`config.mk`:
```
export PLATFORM = sky130hd
export DESIGN_NAME = tc16_regs
export DESIGN_NICKNAME = d
export VERILOG_FILES = /design/src/design/tc16_pkg.sv /design/src/design/tc16_regs.sv /design/src/design/tc16_prescale.sv /design/src/design/tc16_capture.sv
export SDC_FILE = /design/constraint.sdc
export NUM_CORES = 1
export LEC_CHECK = 0
export ABC_AREA = 0
export BUFFER_PORTS_ARGS = -buffer_cell sky130_fd_sc_hd__buf_2
export CAP_MARGIN = 20
export CELL_PAD_IN_SITES_DETAIL_PLACEMENT = 0
export CELL_PAD_IN_SITES_GLOBAL_PLACEMENT = 1
export CORE_ASPECT_RATIO = 1.1
export CORE_UTILIZATION = 25
export DETAILED_ROUTE_END_ITERATION = 6
export PLACE_DENSITY = 0.45
export SLEW_MARGIN = 20
export SYNTH_ARGS = -nofsm -noshare
export SYNTH_HDL_FRONTEND = slang
export SYNTH_SLANG_ARGS = --single-unit
```
`constraint.sdc`:
```
create_clock -name i_clock -period 3.8 [get_ports i_clock]
set_clock_uncertainty 0.1 [all_clocks]
set_input_delay 0.19 -clock i_clock [delete_from_list [all_inputs] [get_ports i_clock]]
set_output_delay 0.19 -clock i_clock [all_outputs]
set_load 0.03 [all_outputs]
```
`src/design/tc16_pkg.sv`:
```
// Constants shared by the 16-bit timer register set
// Operation
// With filter on, capture input changes only after four equal samples.
// Edge select zero captures on falling edge, one on rising edge.
// A capture copies the counter into the capture register and sets its flag.
// Modes using the capture register as TOP disable the capture function.
// Software writes zero to the retrigger bit; it reads as zero.
// Clock select: stop, divide by 1/8/64/256/1024, external falling or rising.
// External modes count pin transitions even when the pin is an output.
// In non-PWM modes a force bit applies an immediate match to the output.
// A forced match sets no flag and never clears the counter.
// Force bits are strobes; control C always reads as zero.
// Software writes zero to force bits while in a PWM mode.
// Sixteen-bit registers go through one shared high-byte latch.
// A counter write blocks compare matches on the next timer clock.
// Each compare register is compared with the counter every timer clock.
// Capture source is the capture pin or the comparator output.
// Interrupt requested only when enable, flag and global enable are set.
// Unused mask bits read zero and ignore writes.
// Waveform mode selects counting sequence and TOP; mode 13 is reserved.
// Non-PWM output actions: disconnect, toggle, clear, set on match.
// Compare flag sets on the timer clock after a match, never on force.
// Flags clear on vector execution or by writing one.
// Write high byte then low; low read latches the high byte.
package tc16_pkg;
    // ----------------------------------------
    // Register select codes
    // ----------------------------------------
    localparam logic [3:0] A_CTRL_A = 4'h0;
    localparam logic [3:0] A_CTRL_B = 4'h1;
    localparam logic [3:0] A_CTRL_C = 4'h2;
    localparam logic [3:0] A_CNT_L = 4'h3;
    localparam logic [3:0] A_CNT_H = 4'h4;
    localparam logic [3:0] A_OCA_L = 4'h5;
    localparam logic [3:0] A_OCA_H = 4'h6;
    localparam logic [3:0] A_OCB_L = 4'h7;
    localparam logic [3:0] A_OCB_H = 4'h8;
    localparam logic [3:0] A_ICR_L = 4'h9;
    localparam logic [3:0] A_ICR_H = 4'hA;
    localparam logic [3:0] A_MASK = 4'hB;
    localparam logic [3:0] A_FLAG = 4'hC;
    // ----------------------------------------
    // Field positions and reset values
    // ----------------------------------------
    localparam int B_NOISE = 7;
    localparam int B_EDGE = 6;
    localparam int B_RETRIG = 5;
    localparam int B_FORCE_A = 7;
    localparam int B_FORCE_B = 6;
    localparam int B_CAP = 5;
    localparam int B_CMP_B = 2;
    localparam int B_CMP_A = 1;
    localparam int B_OVF = 0;
    localparam logic [7:0] IRQ_BITS = 8'h27;
    localparam logic [7:0] RST_BYTE = 8'h00;
    localparam logic [15:0] RST_WORD = 16'h0000;
    localparam logic [15:0] TOP_8 = 16'h00FF;
    localparam logic [15:0] TOP_9 = 16'h01FF;
    localparam logic [15:0] TOP_10 = 16'h03FF;
    localparam logic [15:0] TOP_MAX = 16'hFFFF;
    // ----------------------------------------
    // Clock select and timing counts
    // ----------------------------------------
    localparam logic [2:0] CS_STOP = 3'h0;
    localparam logic [2:0] CS_DIV1 = 3'h1;
    localparam logic [2:0] CS_DIV8 = 3'h2;
    localparam logic [2:0] CS_DIV64 = 3'h3;
    localparam logic [2:0] CS_DIV256 = 3'h4;
    localparam logic [2:0] CS_DIV1024 = 3'h5;
    localparam logic [2:0] CS_EXT_FALL = 3'h6;
    localparam logic [2:0] CS_EXT_RISE = 3'h7;
    localparam logic [9:0] PRE_M8 = 10'h007;
    localparam logic [9:0] PRE_M64 = 10'h03F;
    localparam logic [9:0] PRE_M256 = 10'h0FF;
    localparam logic [9:0] PRE_M1024 = 10'h3FF;
    localparam int FILTER_LEN = 4;
endpackage

```
`src/design/tc16_regs.sv`:
```
// Timer counter control, compare, capture and interrupt register set
`timescale 1ns/1ns
`default_nettype none
module tc16_regs (
    input wire logic i_clock,
    input wire logic i_rst_n,
    input wire logic [3:0] i_addr,
    input wire logic i_wr,
    input wire logic i_rd,
    input wire logic [7:0] i_wdata,
    output logic [7:0] o_rdata,
    input wire logic i_capture_pin,
    input wire logic i_comparator_out,
    input wire logic i_capture_from_comparator,
    input wire logic i_ext_count_pin,
    input wire logic i_global_irq_en,
    input wire logic [3:0] i_vec_ack,
    output logic [3:0] o_irq_req,
    output logic [1:0] o_compare_out,
    output logic [1:0] o_compare_out_en
);
    // ----------------------------------------
    // State
    // ----------------------------------------
    logic [7:0] ctrl_a, ctrl_b, imsk, flags, temp;
    logic [7:0] next_ctrl_a, next_ctrl_b, next_imsk, next_flags, next_temp;
    logic [7:0] next_rdata;
    logic [15:0] count, icr, next_count, next_icr;
    logic [15:0] ocr [2];
    logic [15:0] next_ocr [2];
    logic down, block, next_down, next_block;
    logic [1:0] next_out, next_out_en;
    logic [3:0] next_irq;

    // ----------------------------------------
    // Mode decode
    // ----------------------------------------
    logic [3:0] mode;
    logic [15:0] top;
    logic is_fast, is_phase, icr_top, non_pwm, at_top;
    logic tick, cap_event, cap_src;
    logic wr_c, cnt_commit;
    logic [1:0] hit, force_cmp;

    assign mode = {ctrl_b[4:3], ctrl_a[1:0]};

    always_comb begin
        is_phase = mode inside {4'h1, 4'h2, 4'h3, 4'h8, 4'h9, 4'hA, 4'hB};
        is_fast = mode inside {4'h5, 4'h6, 4'h7, 4'hE, 4'hF};
        icr_top = mode inside {4'h8, 4'hA, 4'hC, 4'hE};
        non_pwm = !is_phase && !is_fast;
        case (mode)
            4'h1, 4'h5: top = tc16_pkg::TOP_8;
            4'h2, 4'h6: top = tc16_pkg::TOP_9;
            4'h3, 4'h7: top = tc16_pkg::TOP_10;
            4'h4, 4'h9, 4'hB, 4'hF: top = ocr[0];
            4'h8, 4'hA, 4'hC, 4'hE: top = icr;
            default: top = tc16_pkg::TOP_MAX;
        endcase
        at_top = count == top;
    end

    // ----------------------------------------
    // Count source and capture input
    // ----------------------------------------
    tc16_prescale u_prescale (
        .i_clock(i_clock),
        .i_rst_n(i_rst_n),
        .i_sel(ctrl_b[2:0]),
        .i_ext_count_pin(i_ext_count_pin),
        .o_tick(tick)
    );

    assign cap_src = i_capture_from_comparator ? i_comparator_out : i_capture_pin;

    tc16_capture u_capture (
        .i_clock(i_clock),
        .i_rst_n(i_rst_n),
        .i_in(cap_src),
        .i_filter_en(ctrl_b[tc16_pkg::B_NOISE]),
        .i_edge_sel(ctrl_b[tc16_pkg::B_EDGE]),
        .o_event(cap_event)
    );

    assign wr_c = i_wr && i_addr == tc16_pkg::A_CTRL_C;
    assign cnt_commit = i_wr && i_addr == tc16_pkg::A_CNT_L;

    // ----------------------------------------
    // Compare channels, A is index 0
    // ----------------------------------------
    genvar g;
    generate
        for (g = 0; g < 2; g++) begin : g_ch
            logic [1:0] act;
            logic tog_ok;
            assign act = ctrl_a[7-2*g -: 2];
            assign hit[g] = tick && count == ocr[g] && !block;
            // Force is ignored in PWM modes, where software keeps it zero anyway
            assign force_cmp[g] = wr_c && i_wdata[tc16_pkg::B_FORCE_A-g] && non_pwm;
            assign tog_ok = (g == 0) && (mode inside {4'h8, 4'h9, 4'hA, 4'hB, 4'hE, 4'hF});
            always_comb begin
                next_out[g] = o_compare_out[g];
                next_out_en[g] = act != 2'b00;
                if (non_pwm) begin
                    if (hit[g] || force_cmp[g]) begin
                        case (act)
                            2'b01: next_out[g] = ~o_compare_out[g];
                            2'b10: next_out[g] = 1'b0;
                            2'b11: next_out[g] = 1'b1;
                            default: next_out[g] = o_compare_out[g];
                        endcase
                    end
                end else if (act[1]) begin
                    if (is_fast && tick && at_top) begin
                        next_out[g] = ~act[0];
                    end else if (hit[g]) begin
                        next_out[g] = (is_phase && down) ? ~act[0] : act[0];
                    end
                end else if (act[0] && tog_ok) begin
                    if (hit[g]) begin
                        next_out[g] = ~o_compare_out[g];
                    end
                end else begin
                    next_out_en[g] = 1'b0;
                end
            end
        end
    endgenerate

    // ----------------------------------------
    // Counter, registers, flags, read data
    // ----------------------------------------
    always_comb begin
        next_ctrl_a = ctrl_a;
        next_ctrl_b = ctrl_b;
        next_imsk = imsk;
        next_temp = temp;
        next_count = count;
        next_icr = icr;
        next_ocr = ocr;
        next_down = down;
        next_block = block;
        next_rdata = o_rdata;
        next_flags = flags;
        if (tick) begin
            next_block = 1'b0;
            if (is_phase) begin
                if (!down) begin
                    if (at_top) begin
                        next_down = 1'b1;
                        next_count = count - 16'h0001;
                    end else begin
                        next_count = count + 16'h0001;
                    end
                end else if (count == 16'h0000) begin
                    next_down = 1'b0;
                    next_count = count + 16'h0001;
                    next_flags[tc16_pkg::B_OVF] = 1'b1;
                end else begin
                    next_count = count - 16'h0001;
                end
            end else if (at_top) begin
                next_count = 16'h0000;
                next_down = 1'b0;
                if (is_fast || count == tc16_pkg::TOP_MAX) begin
                    next_flags[tc16_pkg::B_OVF] = 1'b1;
                end
            end else begin
                next_count = count + 16'h0001;
                next_down = 1'b0;
                if (count == tc16_pkg::TOP_MAX) begin
                    next_flags[tc16_pkg::B_OVF] = 1'b1;
                end
            end
            if (icr_top && at_top) begin
                next_flags[tc16_pkg::B_CAP] = 1'b1;
            end
        end
        if (i_rd) begin
            case (i_addr)
                tc16_pkg::A_CTRL_A: next_rdata = ctrl_a;
                tc16_pkg::A_CTRL_B: next_rdata = ctrl_b;
                tc16_pkg::A_CNT_L: next_rdata = count[7:0];
                tc16_pkg::A_OCA_L: next_rdata = ocr[0][7:0];
                tc16_pkg::A_OCB_L: next_rdata = ocr[1][7:0];
                tc16_pkg::A_ICR_L: next_rdata = icr[7:0];
                tc16_pkg::A_CNT_H, tc16_pkg::A_OCA_H, tc16_pkg::A_OCB_H, tc16_pkg::A_ICR_H: next_rdata = temp;
                tc16_pkg::A_MASK: next_rdata = imsk;
                tc16_pkg::A_FLAG: next_rdata = flags;
                default: next_rdata = tc16_pkg::RST_BYTE;
            endcase
            case (i_addr)
                tc16_pkg::A_CNT_L: next_temp = count[15:8];
                tc16_pkg::A_OCA_L: next_temp = ocr[0][15:8];
                tc16_pkg::A_OCB_L: next_temp = ocr[1][15:8];
                tc16_pkg::A_ICR_L: next_temp = icr[15:8];
                default: next_temp = temp;
            endcase
        end
        if (i_wr) begin
            case (i_addr)
                tc16_pkg::A_CTRL_A: next_ctrl_a = i_wdata;
                tc16_pkg::A_CTRL_B: begin
                    next_ctrl_b = i_wdata;
                    next_ctrl_b[tc16_pkg::B_RETRIG] = 1'b0;
                end
                tc16_pkg::A_CNT_L: begin
                    next_count = {temp, i_wdata};
                    next_block = 1'b1;
                end
                tc16_pkg::A_OCA_L: next_ocr[0] = {temp, i_wdata};
                tc16_pkg::A_OCB_L: next_ocr[1] = {temp, i_wdata};
                tc16_pkg::A_ICR_L: next_icr = {temp, i_wdata};
                tc16_pkg::A_CNT_H, tc16_pkg::A_OCA_H, tc16_pkg::A_OCB_H, tc16_pkg::A_ICR_H: next_temp = i_wdata;
                tc16_pkg::A_MASK: next_imsk = i_wdata & tc16_pkg::IRQ_BITS;
                tc16_pkg::A_FLAG: next_flags = next_flags & ~i_wdata;
                default: next_temp = temp;
            endcase
        end
        // Vector acknowledge clears, but any event this cycle still lands
        next_flags[tc16_pkg::B_CAP] = next_flags[tc16_pkg::B_CAP] & ~i_vec_ack[3];
        next_flags[tc16_pkg::B_CMP_B] = next_flags[tc16_pkg::B_CMP_B] & ~i_vec_ack[2];
        next_flags[tc16_pkg::B_CMP_A] = next_flags[tc16_pkg::B_CMP_A] & ~i_vec_ack[1];
        next_flags[tc16_pkg::B_OVF] = next_flags[tc16_pkg::B_OVF] & ~i_vec_ack[0];
        if (tick && at_top && (is_phase ? 1'b0 : (is_fast || count == tc16_pkg::TOP_MAX))) begin
            next_flags[tc16_pkg::B_OVF] = 1'b1;
        end
        if (tick && is_phase && down && count == 16'h0000) begin
            next_flags[tc16_pkg::B_OVF] = 1'b1;
        end
        if (tick && !at_top && !is_phase && count == tc16_pkg::TOP_MAX) begin
            next_flags[tc16_pkg::B_OVF] = 1'b1;
        end
        if (tick && icr_top && at_top) begin
            next_flags[tc16_pkg::B_CAP] = 1'b1;
        end
        // Force never reaches the flags or the clear-on-match path
        next_flags[tc16_pkg::B_CMP_A] = next_flags[tc16_pkg::B_CMP_A] | hit[0];
        next_flags[tc16_pkg::B_CMP_B] = next_flags[tc16_pkg::B_CMP_B] | hit[1];
        if (cap_event && !icr_top) begin
            next_icr = count;
            next_flags[tc16_pkg::B_CAP] = 1'b1;
        end
        next_flags = next_flags & tc16_pkg::IRQ_BITS;
        next_irq = {flags[tc16_pkg::B_CAP], flags[tc16_pkg::B_CMP_B], flags[tc16_pkg::B_CMP_A],
            flags[tc16_pkg::B_OVF]} & {imsk[tc16_pkg::B_CAP], imsk[tc16_pkg::B_CMP_B],
            imsk[tc16_pkg::B_CMP_A], imsk[tc16_pkg::B_OVF]} & {4{i_global_irq_en}};
    end

    always_ff @(posedge i_clock) begin
        if (!i_rst_n) begin
            ctrl_a <= tc16_pkg::RST_BYTE;
            ctrl_b <= tc16_pkg::RST_BYTE;
            imsk <= tc16_pkg::RST_BYTE;
            flags <= tc16_pkg::RST_BYTE;
            temp <= tc16_pkg::RST_BYTE;
            o_rdata <= tc16_pkg::RST_BYTE;
            count <= tc16_pkg::RST_WORD;
            icr <= tc16_pkg::RST_WORD;
            ocr[0] <= tc16_pkg::RST_WORD;
            ocr[1] <= tc16_pkg::RST_WORD;
            down <= 1'b0;
            block <= 1'b0;
            o_compare_out <= 2'b00;
            o_compare_out_en <= 2'b00;
            o_irq_req <= 4'h0;
        end else begin
            ctrl_a <= next_ctrl_a;
            ctrl_b <= next_ctrl_b;
            imsk <= next_imsk;
            flags <= next_flags;
            temp <= next_temp;
            o_rdata <= next_rdata;
            count <= next_count;
            icr <= next_icr;
            ocr <= next_ocr;
            down <= next_down;
            block <= next_block;
            o_compare_out <= next_out;
            o_compare_out_en <= next_out_en;
            o_irq_req <= next_irq;
        end
    end
endmodule
`default_nettype wire

```
`src/design/tc16_prescale.sv`:
```
// Timer clock enable from I/O clock divider or external count pin
`timescale 1ns/1ns
`default_nettype none
module tc16_prescale (
    input wire logic i_clock,
    input wire logic i_rst_n,
    input wire logic [2:0] i_sel,
    input wire logic i_ext_count_pin,
    output logic o_tick
);
    logic [9:0] div, next_div;
    logic ext_prev, next_tick;

    // Pin is sampled whatever its direction, so software toggling counts too
    always_comb begin
        next_div = div + 10'h001;
        case (i_sel)
            tc16_pkg::CS_DIV1: next_tick = 1'b1;
            tc16_pkg::CS_DIV8: next_tick = (div & tc16_pkg::PRE_M8) == tc16_pkg::PRE_M8;
            tc16_pkg::CS_DIV64: next_tick = (div & tc16_pkg::PRE_M64) == tc16_pkg::PRE_M64;
            tc16_pkg::CS_DIV256: next_tick = (div & tc16_pkg::PRE_M256) == tc16_pkg::PRE_M256;
            tc16_pkg::CS_DIV1024: next_tick = div == tc16_pkg::PRE_M1024;
            tc16_pkg::CS_EXT_FALL: next_tick = ext_prev & ~i_ext_count_pin;
            tc16_pkg::CS_EXT_RISE: next_tick = ~ext_prev & i_ext_count_pin;
            default: next_tick = 1'b0;
        endcase
    end

    always_ff @(posedge i_clock) begin
        if (!i_rst_n) begin
            div <= 10'h000;
            ext_prev <= 1'b0;
            o_tick <= 1'b0;
        end else begin
            div <= next_div;
            ext_prev <= i_ext_count_pin;
            o_tick <= next_tick;
        end
    end
endmodule
`default_nettype wire

```
`src/design/tc16_capture.sv`:
```
// Capture input noise filter and edge detector
`timescale 1ns/1ns
`default_nettype none
module tc16_capture (
    input wire logic i_clock,
    input wire logic i_rst_n,
    input wire logic i_in,
    input wire logic i_filter_en,
    input wire logic i_edge_sel,
    output logic o_event
);
    logic [tc16_pkg::FILTER_LEN-1:0] smp;
    logic filt, prev, next_filt, level, next_event;

    always_comb begin
        next_filt = filt;
        if (&smp) begin
            next_filt = 1'b1;
        end else if (~|smp) begin
            next_filt = 1'b0;
        end
        level = i_filter_en ? filt : smp[0];
        next_event = i_edge_sel ? (level & ~prev) : (~level & prev);
    end

    always_ff @(posedge i_clock) begin
        if (!i_rst_n) begin
            smp <= '0;
            filt <= 1'b0;
            prev <= 1'b0;
            o_event <= 1'b0;
        end else begin
            smp <= {smp[tc16_pkg::FILTER_LEN-2:0], i_in};
            filt <= next_filt;
            prev <= level;
            o_event <= next_event;
        end
    end
endmodule
`default_nettype wire

```
# Word-level counts from Yosys, hierarchy flattened
# Cells that the tools add are included.
[word_totals] latchBits=0 regBits=132 ram_bits=0 romBits=0 out_inout_bits=16 memories=0
[op_classes] n_shift=0 div_mod_pow=0 reduce_logical=66 n_addsub=3 order_cmp=0 multipliers=0 n_eq_ne=53 muxes=68 bitwise_logic=26
[ops] op="$mux 16" n=11
[ops] op="$pmux 16 s5" n=1
[ops] op="$pmux 8 s9" n=1
[ops] op="$eq 16x16->1" n=3
[ops] op="$eq 4x4->1 const B" n=12
[ops] op="$mux 1" n=46
[ops] op="$eq 4x3->1 const B" n=8
[ops] op="$pmux 8 s4" n=1
[ops] op="$logic_and 1x1->1" n=26
[ops] op="$add 16x1->16 const B" n=1
[ops] op="$eq 16x16->1 const B" n=1
[ops] op="$eq 4x2->1 const B" n=4
[ops] op="$logic_not 16->1" n=1
[ops] op="$mux 8" n=2
[ops] op="$pmux 8 s2" n=1
[ops] op="$reduce_or 4->1" n=4
[ops] op="$sub 16x1->16 const B" n=1
[ops] op="$eq 3x3->1 const B" n=5
[ops] op="$mux 6" n=2
[ops] op="$not 1->1" n=12
[ops] op="$reduce_and 2->1" n=6
[ops] op="$reduce_bool 3->1" n=4
[ops] op="$add 10x1->10 const B" n=1
[ops] op="$eq 10x10->1 const B" n=1
[ops] op="29 further kinds" n=61

# Longest topological paths before layout
[depth] ltp_word=14 depth_mapped=14 mapped_depth_nobuf=10

# Cells and area by module
# From an unflattened synthesis, not the netlist that was laid out.
[hier_totals] hier_cells=1040 hier_area_um2=7880.1
[modules_own_cells] module="tc16_regs" cells_each=965 area_each_um2=7121.8 n_inst=1
[modules_own_cells] module="tc16_prescale" cells_each=55 area_each_um2=529.3 n_inst=1
[modules_own_cells] module="tc16_capture" cells_each=20 area_each_um2=229.0 n_inst=1

# Worst setup path before layout
# No wires, ideal clock.
[synth_path] kind="flip-flop to flip-flop" startpoint="reg ctrl_a[0]" endpoint="reg count[12]" setup_slack_ps=1046 period_less_slack_ps=2754 required_ps=3621 stages_incl_launch_ff=13 arrival_time_ps=2575 cell_sequence="dfxtp_1 > buf_6 > or4_4 > o211a_2 > nand3_2 > nand4_2 > nor4_4 > nand4_1 > buf_4 > buf_6 > a31oi_4 > o221ai_2 > a211oi_2"
[synth_via] elab_chain_len=10
[synth_lines] item="start: declaration" line="tc16_regs.sv:25" source="logic [7:0] ctrl_a, ctrl_b, imsk, flags, temp;"
[synth_lines] item="start signal: assignment" line="tc16_regs.sv:252" source="ctrl_a <= tc16_pkg::RST_BYTE;"
[synth_lines] item="start signal: assignment" line="tc16_regs.sv:268" source="ctrl_a <= next_ctrl_a;"
[synth_lines] item="$eq 4x4->1 (tied with other cells)" line="tc16_regs.sv:52" source="case (mode)"
[synth_lines] item="$reduce_or 4->1 / $reduce_or 2->1 (equally long branches)" line="tc16_regs.sv:52"
[synth_lines] item="$pmux 16 s5" line="tc16_regs.sv:52"
[synth_lines] item="$eq 16x16->1" line="tc16_regs.sv:60" source="at_top = count == top;"
[synth_lines] item="$mux 16" line="tc16_regs.sv:149" source="if (at_top) begin"
[synth_lines] item="$mux 16" line="tc16_regs.sv:148" source="if (!down) begin"
[synth_lines] item="$mux 16 (*)" line="tc16_regs.sv:147" source="if (is_phase) begin"
[synth_lines] item="$mux 16 (*)" line="tc16_regs.sv:145" source="if (tick) begin"
[synth_lines] item="$mux 16" line="tc16_regs.sv:201" source="case (i_addr)"
[synth_lines] item="$mux 16 (*)" line="tc16_regs.sv:200" source="if (i_wr) begin"
[synth_lines] item="end signal: assignment" line="tc16_regs.sv:258" source="count <= tc16_pkg::RST_WORD;"
[synth_lines] item="end signal: assignment" line="tc16_regs.sv:274" source="count <= next_count;"
[synth_lines] item="end: declaration" line="tc16_regs.sv:28" source="logic [15:0] count, icr, next_count, next_icr;"
# Mark *: on every way between the ends. The rest lies on a longest branch, timed or not.
# A chain may end at the register's enable or synchronous reset.

# Worst setup path after layout
[layout_path] startpoint="reg ctrl_b[4]" endpoint="reg count[4]"
[layout_via] elab_chain_len=10
[layout_lines] item="start: declaration" line="tc16_regs.sv:25"
[layout_lines] item="start signal: assignment" line="tc16_regs.sv:253" source="ctrl_b <= tc16_pkg::RST_BYTE;"
[layout_lines] item="start signal: assignment" line="tc16_regs.sv:269" source="ctrl_b <= next_ctrl_b;"
[layout_lines] item="$eq 4x4->1 (tied with other cells)" line="tc16_regs.sv:52"
[layout_lines] item="$reduce_or 4->1 / $reduce_or 2->1 (equally long branches)" line="tc16_regs.sv:52"
[layout_lines] item="$pmux 16 s5" line="tc16_regs.sv:52"
[layout_lines] item="$eq 16x16->1" line="tc16_regs.sv:60"
[layout_lines] item="$mux 16" line="tc16_regs.sv:149"
[layout_lines] item="$mux 16" line="tc16_regs.sv:148"
[layout_lines] item="$mux 16 (*)" line="tc16_regs.sv:147"
[layout_lines] item="$mux 16 (*)" line="tc16_regs.sv:145"
[layout_lines] item="$mux 16" line="tc16_regs.sv:201"
[layout_lines] item="$mux 16 (*)" line="tc16_regs.sv:200"
# Marked as above.

==> results.json <==
{
  "synth.top_cell.area_share": 0.3374,
  "worstSetupPathType": "reg -> reg",
  "seq_area_um2": 2643,
  "synth_compound_area_frac": 0.2658,
  "netlist_instances": 1038,
  "wl_per_cell_um": 24.33,
  "antenna_cells": 0,
  "cts_hold_buf": 5,
  "yosys.area_share.simple": 0.2647,
  "cts_buffers": 17,
  "async_flop_share": 0,
  "syn2layout_area_growth_pct": 17.12,
  "synthTopCellsByCount": "154 x nand2_1, 132 x dfxtp_1, 95 x a21oi_1",
  "drt-total-wl_um": 36130,
  "synth_edf_count": 0,
  "rows": 67,
  "die_w_um": 170.8,
  "drv_slew": 0,
  "drt-initial-drc-count": 542,
  "ys_top_cells_by_area": "dfxtp_1 34%, nand2_1 7.4%, a21oi_1 6.1%, xor2_1 4.4%, nor2_1 4.2%",
  "synthDistinctLibCells": 81,
  "core_um2": 30680,
  "ant_nets": 0,
  "status": "finished, final reports clean",
  "die_h_um": 187.6,
  "hp-class": "in -> reg",
  "io-pin-count": 41,
  "cts_resized": 0,
  "hpwl_um": 26090,
  "ys_seq_area_frac": 0.3374,
  "ir_drop_mv": 0.2407,
  "drc_errors": 0,
  "power.density_nw_per_um2": 376.5,
  "grt_max_degree": 55,
  "nets": 1088,
  "synth_top_family_by_area": "compound AO/OA/AOI/OAI gates",
  "grt_pass1_wl_um": 53600,
  "max-slew-margin-rel": 0.3772,
  "finalHoldViolCount": 0,
  "drive_above_1_share": 0.1345,
  "rsz0062_at_grt": "false",
  "synth-xor-area-share": 0.05144,
  "clk_pin_slew_ps": 70,
  "synth_mux_area_frac": 0.01294,
  "synth-seq-cells": 132,
  "grt_pass1_vias": 7987,
  "cts_tree": "yes",
  "yosysWarnings": 0,
  "p_total_uw": 3454,
  "postSynthNetCount": 1068,
  "post_cts_buffers": 0,
  "avgSynthCellArea_um2": 7.546,
  "clock_path_buffers": 2,
  "maxCapViolCount": 0,
  "viasPerCell": 5.477,
  "critPathLaunchType": "flip-flop",
  "end_kind": "flip-flop",
  "die_area_um2": 32040,
  "grt_use_total": 0.2306,
  "finalWeightedCongestion": 0.8379,
  "synth_largest_area_cell": "dfxtp_1",
  "netlist_area_um2": 7833,
  "h-tree-depth": 4,
  "fin_crit_ps": 3399,
  "hold-worst-slack_ps": 27.48,
  "synthFlopType": "dfxtp_1",
  "grt_antenna_before_repair": 0,
  "overflow": 0,
  "num-fill-cells": 3426,
  "multi_input_comb_area_um2": 4755,
  "clk-insertion-delay-late_ps": 430,
  "routed-via-count": 8134,
  "p_leak_uw": 0.003423,
  "worst_slew_pin_slew_ps": 930.2,
  "setup_viol": 0,
  "period_share": 0.8944,
  "first_pass_iters": 6,
  "portBuffers": 40,
  "cp_max_fo": 18,
  "fin_tns_setup_ps": 0,
  "cp.arrival_ps": 3650,
  "fmax_ghz": 0.2942,
  "yosysMostFrequentCell": "nand2_1",
  "initial_core_util": 0.2553,
  "synth_fa_ha_area_frac": 0.007987,
  "clockRootBuffer": "clkbuf_16",
  "crit_required_ps": 4050,
  "cts_sinks": 132
}
==> through the flow <==
stage | setup slack [ps] | cell area [um2] | util | instances
after CTS | 388.2 | 9174 | 0.2990 | 1485
final | 401.2 | 9174 | 0.2990 | 1485
after global routing | 25.33 | 9174 | 0.2990 | 1485
after detailed placement | 405.9 | 8556 | 0.2789 | 1448
after floorplan | 1046 | 7833 | - | 1038
after global placement | 507.8 | 8556 | 0.2789 | 1448
==> placed cells by master, fill, tap and decap left out, drive strengths merged, types with 14 or more instances in the layout <==
master,instances
nand2,154
dfxtp,132
a21oi,96
nor2,88
buf,86
nand3,61
xor2,39
nor3,32
inv,28
o21ai,25
clkbuf,20
a311oi,19
nor4,19
a31oi,18
o221ai,17
and3,15
a22oi,14
nand4,14
==> report_power, final <==
group,internal [uW],leakage (uW),switching [uW],total (uW)
logic,105,0.00209,226,331
clock network,929,0.000264,713,1640
registers,1420,0.00107,63.9,1480
total,2450,0.00342,1000,3450
==> logic make-up after synthesis <==
logic type	count (synthesis)
AND/OR/NAND/NOR	435
XOR/XNOR	46
flip-flops	132
adder cells (fa/ha/maj)	5
AO/OA/AOI/OAI	295
multiplexers	10
buffers and inverters	115
==> critical path: stages (launching register included) <==
cell and delay (ps):
dfxtp_1 480, and2_1 340, mux2i_1 660, o221ai_1 190
o311ai_0 140, nor2_1 160, and4_1 240, nor2_2 460
o311ai_0 250, a311oi_1 290
==> state kept, by name, indices dropped and copies added (netlist names), 2 cells and up <==
name,flops
imsk,4
u_capture.smp,4
temp,8
ctrl_a,8
u_prescale.div,10
o_compare_out,2
count,16
o_irq_req,4
flags,4
ocr,32
o_compare_out_en,2
ctrl_b,7
o_rdata,8
icr,16
==> layout make-up <==
cell class / count / share of cell area
multi-input cells: 791 / 0.5183
flip-flops and latches: 132 / 0.2881
repair buffers: 91 / 0.06492
well taps: 414 / 0.05646
clock buffers: 20 / 0.04869
clock inverters: 12 / 0.01323
inverters: 25 / 0.01037
==> path summary, 6_finish.rpt <==
| check | endpoint | startpoint | cells after the start | slack [ps] |
|---|---|---|---|---|
| hold reg to reg | u_capture.smp[2] | u_capture.smp[1] | 1 | 350 |
| setup / recovery | count[4] | ctrl_b[4] | 9 | 400 |
| hold / removal | ocr[3] | i_wdata[3] | 3 | 30 |
| setup reg to reg | count[4] | ctrl_b[4] | 9 | 400 |
==> routing by layer <==
metal / vias to the layer above / global-route usage / part of all wire
li1: 3850 / - / -
met4: 0 / 0.1102 / 0.041
met3: 72 / 0.03145 / 0.048
met5: - / 0 / 0
met2: 292 / 0.3838 / 0.47
met1: 3920 / 0.2907 / 0.44
No activity file was read; power rests on OpenSTA's default activity.
